`config.mk`:
```
export PLATFORM = sky130hd
export DESIGN_NAME = rldac_top
export DESIGN_NICKNAME = d
export VERILOG_FILES = /design/src/rldac_pkg.sv /design/src/rldac_top.sv /design/src/rldac_source_decode.sv /design/src/rldac_pin_override.sv
export SDC_FILE = /design/constraint.sdc
export NUM_CORES = 1
export LEC_CHECK = 0
export ABC_AREA = 1
export BUFFER_PORTS_ARGS = -buffer_cell sky130_fd_sc_hd__clkbuf_2
export CAP_MARGIN = 20
export CORE_MARGIN = 2
export CORE_UTILIZATION = 51
export CTS_BUF_LIST = sky130_fd_sc_hd__clkbuf_4 sky130_fd_sc_hd__clkbuf_8
export DETAILED_ROUTE_END_ITERATION = 6
export PLACE_DENSITY = 0.94
export SETUP_SLACK_MARGIN = 0.4
export SLEW_MARGIN = 10
export SYNTH_ARGS = -nofsm -noshare
export SYNTH_HDL_FRONTEND = slang
export SYNTH_SLANG_ARGS = --single-unit
export TNS_END_PERCENT = 1
```
`constraint.sdc`:
```
create_clock -name i_clk -period 2 [get_ports i_clk]
set_clock_uncertainty 0.1 [all_clocks]
set_input_delay 0.4 -clock i_clk [delete_from_list [all_inputs] [get_ports i_clk]]
set_output_delay 0.4 -clock i_clk [all_outputs]
set_load 0.01 [all_outputs]
```
`src/rldac_pkg.sv`:
```
package rldac_pkg;

  localparam int unsigned RLDAC_AW = 1;
  localparam int unsigned RLDAC_DW = 8;
  localparam int unsigned RLDAC_CODE_W = 5;

  localparam logic [RLDAC_AW-1:0] RLDAC_ADDR_CONTROL = 1'h0;
  localparam logic [RLDAC_AW-1:0] RLDAC_ADDR_LEVEL   = 1'h1;

  localparam int unsigned RLDAC_BIT_EN   = 7;
  localparam int unsigned RLDAC_BIT_LPS  = 6;
  localparam int unsigned RLDAC_BIT_OE   = 5;
  localparam int unsigned RLDAC_BIT_PSS0 = 2;
  localparam int unsigned RLDAC_BIT_NSS  = 0;
  localparam int unsigned RLDAC_BIT_CODE0 = 0;

  localparam logic [7:0] RLDAC_CONTROL_RESET = 8'h00;
  localparam logic [7:0] RLDAC_LEVEL_RESET   = 8'h00;
  localparam logic [7:0] RLDAC_CONTROL_MASK  = 8'hed;
  localparam logic [7:0] RLDAC_LEVEL_MASK    = 8'h1f;

  typedef enum logic [1:0]
  {
    RLDAC_PSS_SUPPLY   = 2'h0,
    RLDAC_PSS_EXT_REF  = 2'h1,
    RLDAC_PSS_FIXED    = 2'h2,
    RLDAC_PSS_RESERVED = 2'h3
  } rldac_pss_e;

  typedef struct packed
  {
    logic       ladder_enable;
    logic       low_power_end_select;
    logic       ladder_pin_output_enable;
    rldac_pss_e positive_source_select;
    logic       negative_source_select;
    logic [4:0] level_code;
  } rldac_fields_s;

  typedef struct packed
  {
    logic                 sel_supply;
    logic                 sel_ext_pos_ref;
    logic                 sel_fixed_reference;
    logic                 sel_ext_neg_ref;
    logic                 sel_ground;
    logic                 pos_end_connected;
    logic                 neg_end_connected;
    logic                 ladder_on;
    logic [4:0]           level_code;
  } rldac_ladder_s;

  typedef struct packed
  {
    logic analog_connect;
    logic digital_drive_off;
    logic input_detect_off;
  } rldac_pin_s;

endpackage

```
`src/rldac_top.sv`:
```
`timescale 1ns/100ps
`default_nettype none
// Function
// - Pin output enable routes the ladder level to the reference output pin.
// - While pin carries the level, digital driver and input detection are off.
// - Port read of the reference output pin returns zero while analog.
// - Low-power select keeps positive end when set, negative end when clear.
// - Control register is untouched by a wake from sleep.
// - Reset disables ladder, releases pin, clears code and all fields.
// - Bit 7 of control turns the ladder on.
// - Five-bit code in level register picks one of 32 fractions.
// - Positive select: 00 supply, 01 external, 10 fixed reference, 11 reserved.
// - Bit 0 of control picks external negative reference or ground.
// - Unimplemented bits read zero and ignore writes.
// - Level code sits right-justified in its register.
module rldac_top
  import rldac_pkg::*;
(
  input  wire logic                i_clk,
  input  wire logic                i_rst,
  input  wire logic [RLDAC_AW-1:0] i_addr,
  input  wire logic [RLDAC_DW-1:0] i_wdata,
  input  wire logic                i_wr,
  input  wire logic                i_rd,
  output logic      [RLDAC_DW-1:0] o_rdata,
  input  wire logic                i_sleep_wake,
  input  wire logic                i_pin_level,
  output logic                     o_port_read_bit,
  output var rldac_ladder_s        o_ladder,
  output var rldac_pin_s           o_pin,
  output var rldac_fields_s        o_fields
);

  typedef struct packed
  {
    logic [RLDAC_DW-1:0] control;
    logic [RLDAC_DW-1:0] level;
    logic [RLDAC_DW-1:0] rdata;
  } rldac_state_s;

  rldac_state_s state_q;
  rldac_state_s state_d;

  always_comb
  begin
    state_d = state_q;
    state_d.rdata = '0;
    if (i_wr)
    begin
      if (i_addr == RLDAC_ADDR_CONTROL)
      begin
        state_d.control = i_wdata & RLDAC_CONTROL_MASK;
      end
      else if (i_addr == RLDAC_ADDR_LEVEL)
      begin
        state_d.level = i_wdata & RLDAC_LEVEL_MASK;
      end
    end
    if (i_rd)
    begin
      if (i_addr == RLDAC_ADDR_CONTROL)
      begin
        state_d.rdata = state_q.control;
      end
      else if (i_addr == RLDAC_ADDR_LEVEL)
      begin
        state_d.rdata = state_q.level;
      end
    end
    // Wake from sleep has no path here, so control keeps its value
    if (i_rst)
    begin
      state_d.control = RLDAC_CONTROL_RESET;
      state_d.level = RLDAC_LEVEL_RESET;
      state_d.rdata = '0;
    end
  end

  always_ff @(posedge i_clk)
  begin
    state_q <= state_d;
  end

  assign o_rdata = state_q.rdata;

  always_comb
  begin
    o_fields.ladder_enable = state_q.control[RLDAC_BIT_EN];
    o_fields.low_power_end_select = state_q.control[RLDAC_BIT_LPS];
    o_fields.ladder_pin_output_enable = state_q.control[RLDAC_BIT_OE];
    o_fields.positive_source_select = rldac_pss_e'(state_q.control[RLDAC_BIT_PSS0 +: 2]);
    o_fields.negative_source_select = state_q.control[RLDAC_BIT_NSS];
    o_fields.level_code = state_q.level[RLDAC_BIT_CODE0 +: RLDAC_CODE_W];
  end

  rldac_source_decode u_decode
  (
    .i_clk    (i_clk),
    .i_rst    (i_rst),
    .i_fields (o_fields),
    .o_ladder (o_ladder)
  );

  rldac_pin_override u_pin
  (
    .i_clk           (i_clk),
    .i_rst           (i_rst),
    .i_output_enable (o_fields.ladder_pin_output_enable),
    .i_pin_level     (i_pin_level),
    .o_pin           (o_pin),
    .o_port_read_bit (o_port_read_bit)
  );
endmodule
`default_nettype wire

```
`src/rldac_source_decode.sv`:
```
`timescale 1ns/100ps
`default_nettype none
module rldac_source_decode
  import rldac_pkg::*;
(
  input  wire logic          i_clk,
  input  wire logic          i_rst,
  input  wire rldac_fields_s i_fields,
  output var  rldac_ladder_s o_ladder
);

  typedef struct packed
  {
    rldac_ladder_s ladder;
  } rldac_dec_state_s;

  rldac_dec_state_s state_q;
  rldac_dec_state_s state_d;

  always_comb
  begin
    state_d = state_q;
    state_d.ladder.ladder_on = i_fields.ladder_enable;
    state_d.ladder.sel_supply = (i_fields.positive_source_select == RLDAC_PSS_SUPPLY);
    state_d.ladder.sel_ext_pos_ref = (i_fields.positive_source_select == RLDAC_PSS_EXT_REF);
    // Reserved code selects no source so nothing shorts
    state_d.ladder.sel_fixed_reference = (i_fields.positive_source_select == RLDAC_PSS_FIXED);
    state_d.ladder.sel_ext_neg_ref = i_fields.negative_source_select;
    state_d.ladder.sel_ground = ~i_fields.negative_source_select;
    // While enabled both ends stay on; when off only the chosen end remains
    state_d.ladder.pos_end_connected = i_fields.ladder_enable | i_fields.low_power_end_select;
    state_d.ladder.neg_end_connected = i_fields.ladder_enable | ~i_fields.low_power_end_select;
    state_d.ladder.level_code = i_fields.level_code;
    if (i_rst)
    begin
      state_d = '0;
      state_d.ladder.sel_supply = 1'b1;
      state_d.ladder.sel_ground = 1'b1;
      state_d.ladder.neg_end_connected = 1'b1;
    end
  end

  always_ff @(posedge i_clk)
  begin
    state_q <= state_d;
  end

  assign o_ladder = state_q.ladder;
endmodule
`default_nettype wire

```
`src/rldac_pin_override.sv`:
```
`timescale 1ns/100ps
`default_nettype none
module rldac_pin_override
  import rldac_pkg::*;
(
  input  wire logic       i_clk,
  input  wire logic       i_rst,
  input  wire logic       i_output_enable,
  input  wire logic       i_pin_level,
  output var  rldac_pin_s o_pin,
  output logic            o_port_read_bit
);

  typedef struct packed
  {
    logic       connect;
    logic [1:0] sync;
  } rldac_pin_state_s;

  rldac_pin_state_s state_q;
  rldac_pin_state_s state_d;

  always_comb
  begin
    state_d = state_q;
    state_d.connect = i_output_enable;
    state_d.sync = {state_q.sync[0], i_pin_level};
    if (i_rst)
    begin
      state_d = '0;
    end
  end

  always_ff @(posedge i_clk)
  begin
    state_q <= state_d;
  end

  assign o_pin.analog_connect = state_q.connect;
  assign o_pin.digital_drive_off = state_q.connect;
  assign o_pin.input_detect_off = state_q.connect;
  // Gate on the registered connect so the read agrees with the pin state
  assign o_port_read_bit = state_q.sync[1] & ~state_q.connect;
endmodule
`default_nettype wire

```
==> impl_metrics.json <==
{
  "crit_arrival_ps": 910,
  "min_path_type": "primary input to flip-flop",
  "grt_max_degree": 17,
  "wl_met2_um": 1105,
  "grt_pass1_wl_um": 3498,
  "fp-row-count": 17,
  "cts_buffers": 5,
  "cts_hold_buffers": 0,
  "layout.nets": 204,
  "port_buffers": 49,
  "setup_ws_ps": 587.9,
  "crit_chain": "clkbuf_2",
  "critical_path.top_delay_family": "flip-flops",
  "clock.fmax_mhz": 708.2,
  "diodes": 0,
  "max_stage_delay_ps": 420,
  "rsz0062_at_grt": "false",
  "required_ps": 1500,
  "ys_ff_latch": 35,
  "syn-num-nets": 157,
  "period_needed_ps": 1412,
  "clockRootBuffer": "clkbuf_4",
  "routed_via_density": 4.606,
  "clkSlewWorstSetupHoldPaths_ps": 100,
  "hold_viol_final": 0,
  "clockBufferDepth": 2,
  "clkSinkCount": 35,
  "synth.top_cell.area_share": 0.6034,
  "drt-wirelength-per-cell_um": 10.31,
  "cts_tree": "yes",
  "p_leak_nw": 0.7489,
  "cp_num_buf_inv": 1,
  "ioPinCount": 51,
  "place_ws_ps": 559.9,
  "die-area_um2": 2674,
  "peakVddDrop_v": 0.0005164,
  "switchingPower_uw": 311.0,
  "grt.total_usage": 0.1848,
  "syn_inst": 142,
  "avgSynthCellArea_um2": 8.177,
  "core-area_um2": 2191,
  "maxSlewHeadroom": 0.7825,
  "netSwitchingFraction": 0.2386,
  "place_hpwl_um": 1705,
  "final_max_slew_viol_count": 0,
  "power_mw": 1.303,
  "p_comb_frac": 0.092,
  "wl_um": 2248,
  "status": "finished clean",
  "path_max_fanout": 6,
  "clock_power_share": 0.338,
  "h-tree-depth": 2,
  "reg2reg_to": "u_decode.o_ladder[7]",
  "cp-end-kind": "primary output",
  "path_class": "flip-flop to primary output",
  "synth_area_leaders": "dfxtp_1 60%, nor2_1 9.4%, nand2_1 7.4%",
  "drc_errors": 0,
  "max_slew.worst_pin.slew_ps": 326.3,
  "dieWidth_um": 51.72,
  "yosys_warnings": 0,
  "yosysUniqueCellTypes": 13,
  "grt_pass1_vias": 892,
  "power_density_nw_per_um2": 896.4,
  "first_iter_violations": 12,
  "wl_met3_um": 176,
  "hold_depth": 3,
  "reg2reg_depth": 2,
  "hold_start": "i_pin_level",
  "maxCapViolCount": 0,
  "whs_endpoint": "u_pin.state_q[0]",
  "syn_area_um2": 1161,
  "highest_layer": "met4",
  "p_int_uw": 992.3,
  "finalSetupTns_ps": 0,
  "synthToLayoutAreaGrowth_pct": 25.22,
  "setup_viol": 0,
  "vias": 1004,
  "gp_congestion": 0.7264,
  "start_util": 0.5300,
  "start_kind": "flip-flop",
  "rrSetupSlack_ps": 1210,
  "seq_power_share": 0.569,
  "yosysTopAreaCell": "dfxtp_1",
  "fin_util": 0.6636,
  "ctsResizeCount": 0,
  "drive_gt1_frac": 0.3211,
  "firstDrtPassIters": 4,
  "min_period_over_period": 0.7061,
  "antenna_found_initial": 0,
  "r2r-start": "o_fields[10]",
  "seq_area_frac_synth": 0.6034,
  "met1_length_um": 919,
  "ant_nets": 0,
  "grt_overflow": 0,
  "cp_slowest_cell": "dfxtp_1",
  "insertion_delay_ps": 330,
  "post_cts_buffers": 0,
  "chipHeight_um": 51.72
}
==> cell usage in the layout, fill, tap and decap left out, drive strengths merged <==
master / netlist / final
clkbuf: 1 / 57
dfxtp: 35 / 35
nor2: 30 / 30
nand2: 24 / 24
inv: 22 / 22
nand3: 12 / 12
a21oi: 9 / 9
o21ai: 1 / 1
==> flip-flops by register name, summed over array words and instances, names as in the netlist <==
signal,cells
o_fields,11
o_rdata,8
u_decode.o_ladder,13
u_pin.o_pin,1
u_pin.state_q,2
==> power by group through the flow <==
stage	logic [mW]	registers, mW	clock network (mW)
2_1_floorplan	0.0651	0.768	0
3_3_place_gp	0.117	0.758	0
3_5_place_dp	0.121	0.759	0
4_1_cts	0.122	0.742	0.444
5_1_grt	0.135	0.746	0.472
6_report	0.120	0.742	0.441
==> per-layer routing <==
metal | vias to the layer above | track usage
met5 | - | 0
met4 | 0 | 0.1184
met3 | 4 | 0.06609
met2 | 41 | 0.3205
met1 | 445 | 0.1860
li1 | 514 | -
==> layout make-up <==
class	instances	area [um^2]
clock buffer	8	72.57
multi-input combinational	76	317.8
timing repair buffer	49	245.2
sequential	35	700.7
tap	28	35.03
fill	181	737.0
inverter	22	82.58
==> worst max-delay path by stage <==
stage	start	end	slack [ps]	cells after the start
5_1_grt	o_fields[6]	o_fields[6]	530	1
3_3_place_gp	i_rst	o_rdata[7]	590	6
6_report	o_fields[7]	o_fields[7]	590	1
3_5_place_dp	i_rst	o_rdata[6]	560	6
4_1_cts	o_fields[7]	o_fields[7]	580	1
2_1_floorplan	i_rst	u_decode.o_ladder[11]	950	5
==> cells by family (layout without fill, tap and decap cells) <==
| family | after synthesis | in the layout | share of synthesized area |
|---|---|---|---|
| compound gates | 10 | 10 | 0.04310 |
| buf+inv | 31 | 79 | 0.1228 |
| simple gates | 66 | 66 | 0.2306 |
| flops | 35 | 35 | 0.6034 |
==> synth_stat cells (all sizes together) <==
library cell,number
buf,8
dfxtp,35
a21oi,9
nand3,12
o21ai,1
nor2,30
nand2,24
inv,22
clkbuf,1
==> stage by stage <==
stage	cells	hold WS [ps]	cell area, um^2
after floorplan	142	288.3	1161
after global placement	210	289.6	1381
after detailed placement	210	298.8	1381
after CTS	218	145.0	1454
after global routing	218	145.7	1454
final	218	155.3	1454
Power figures use the tool's default switching activity.
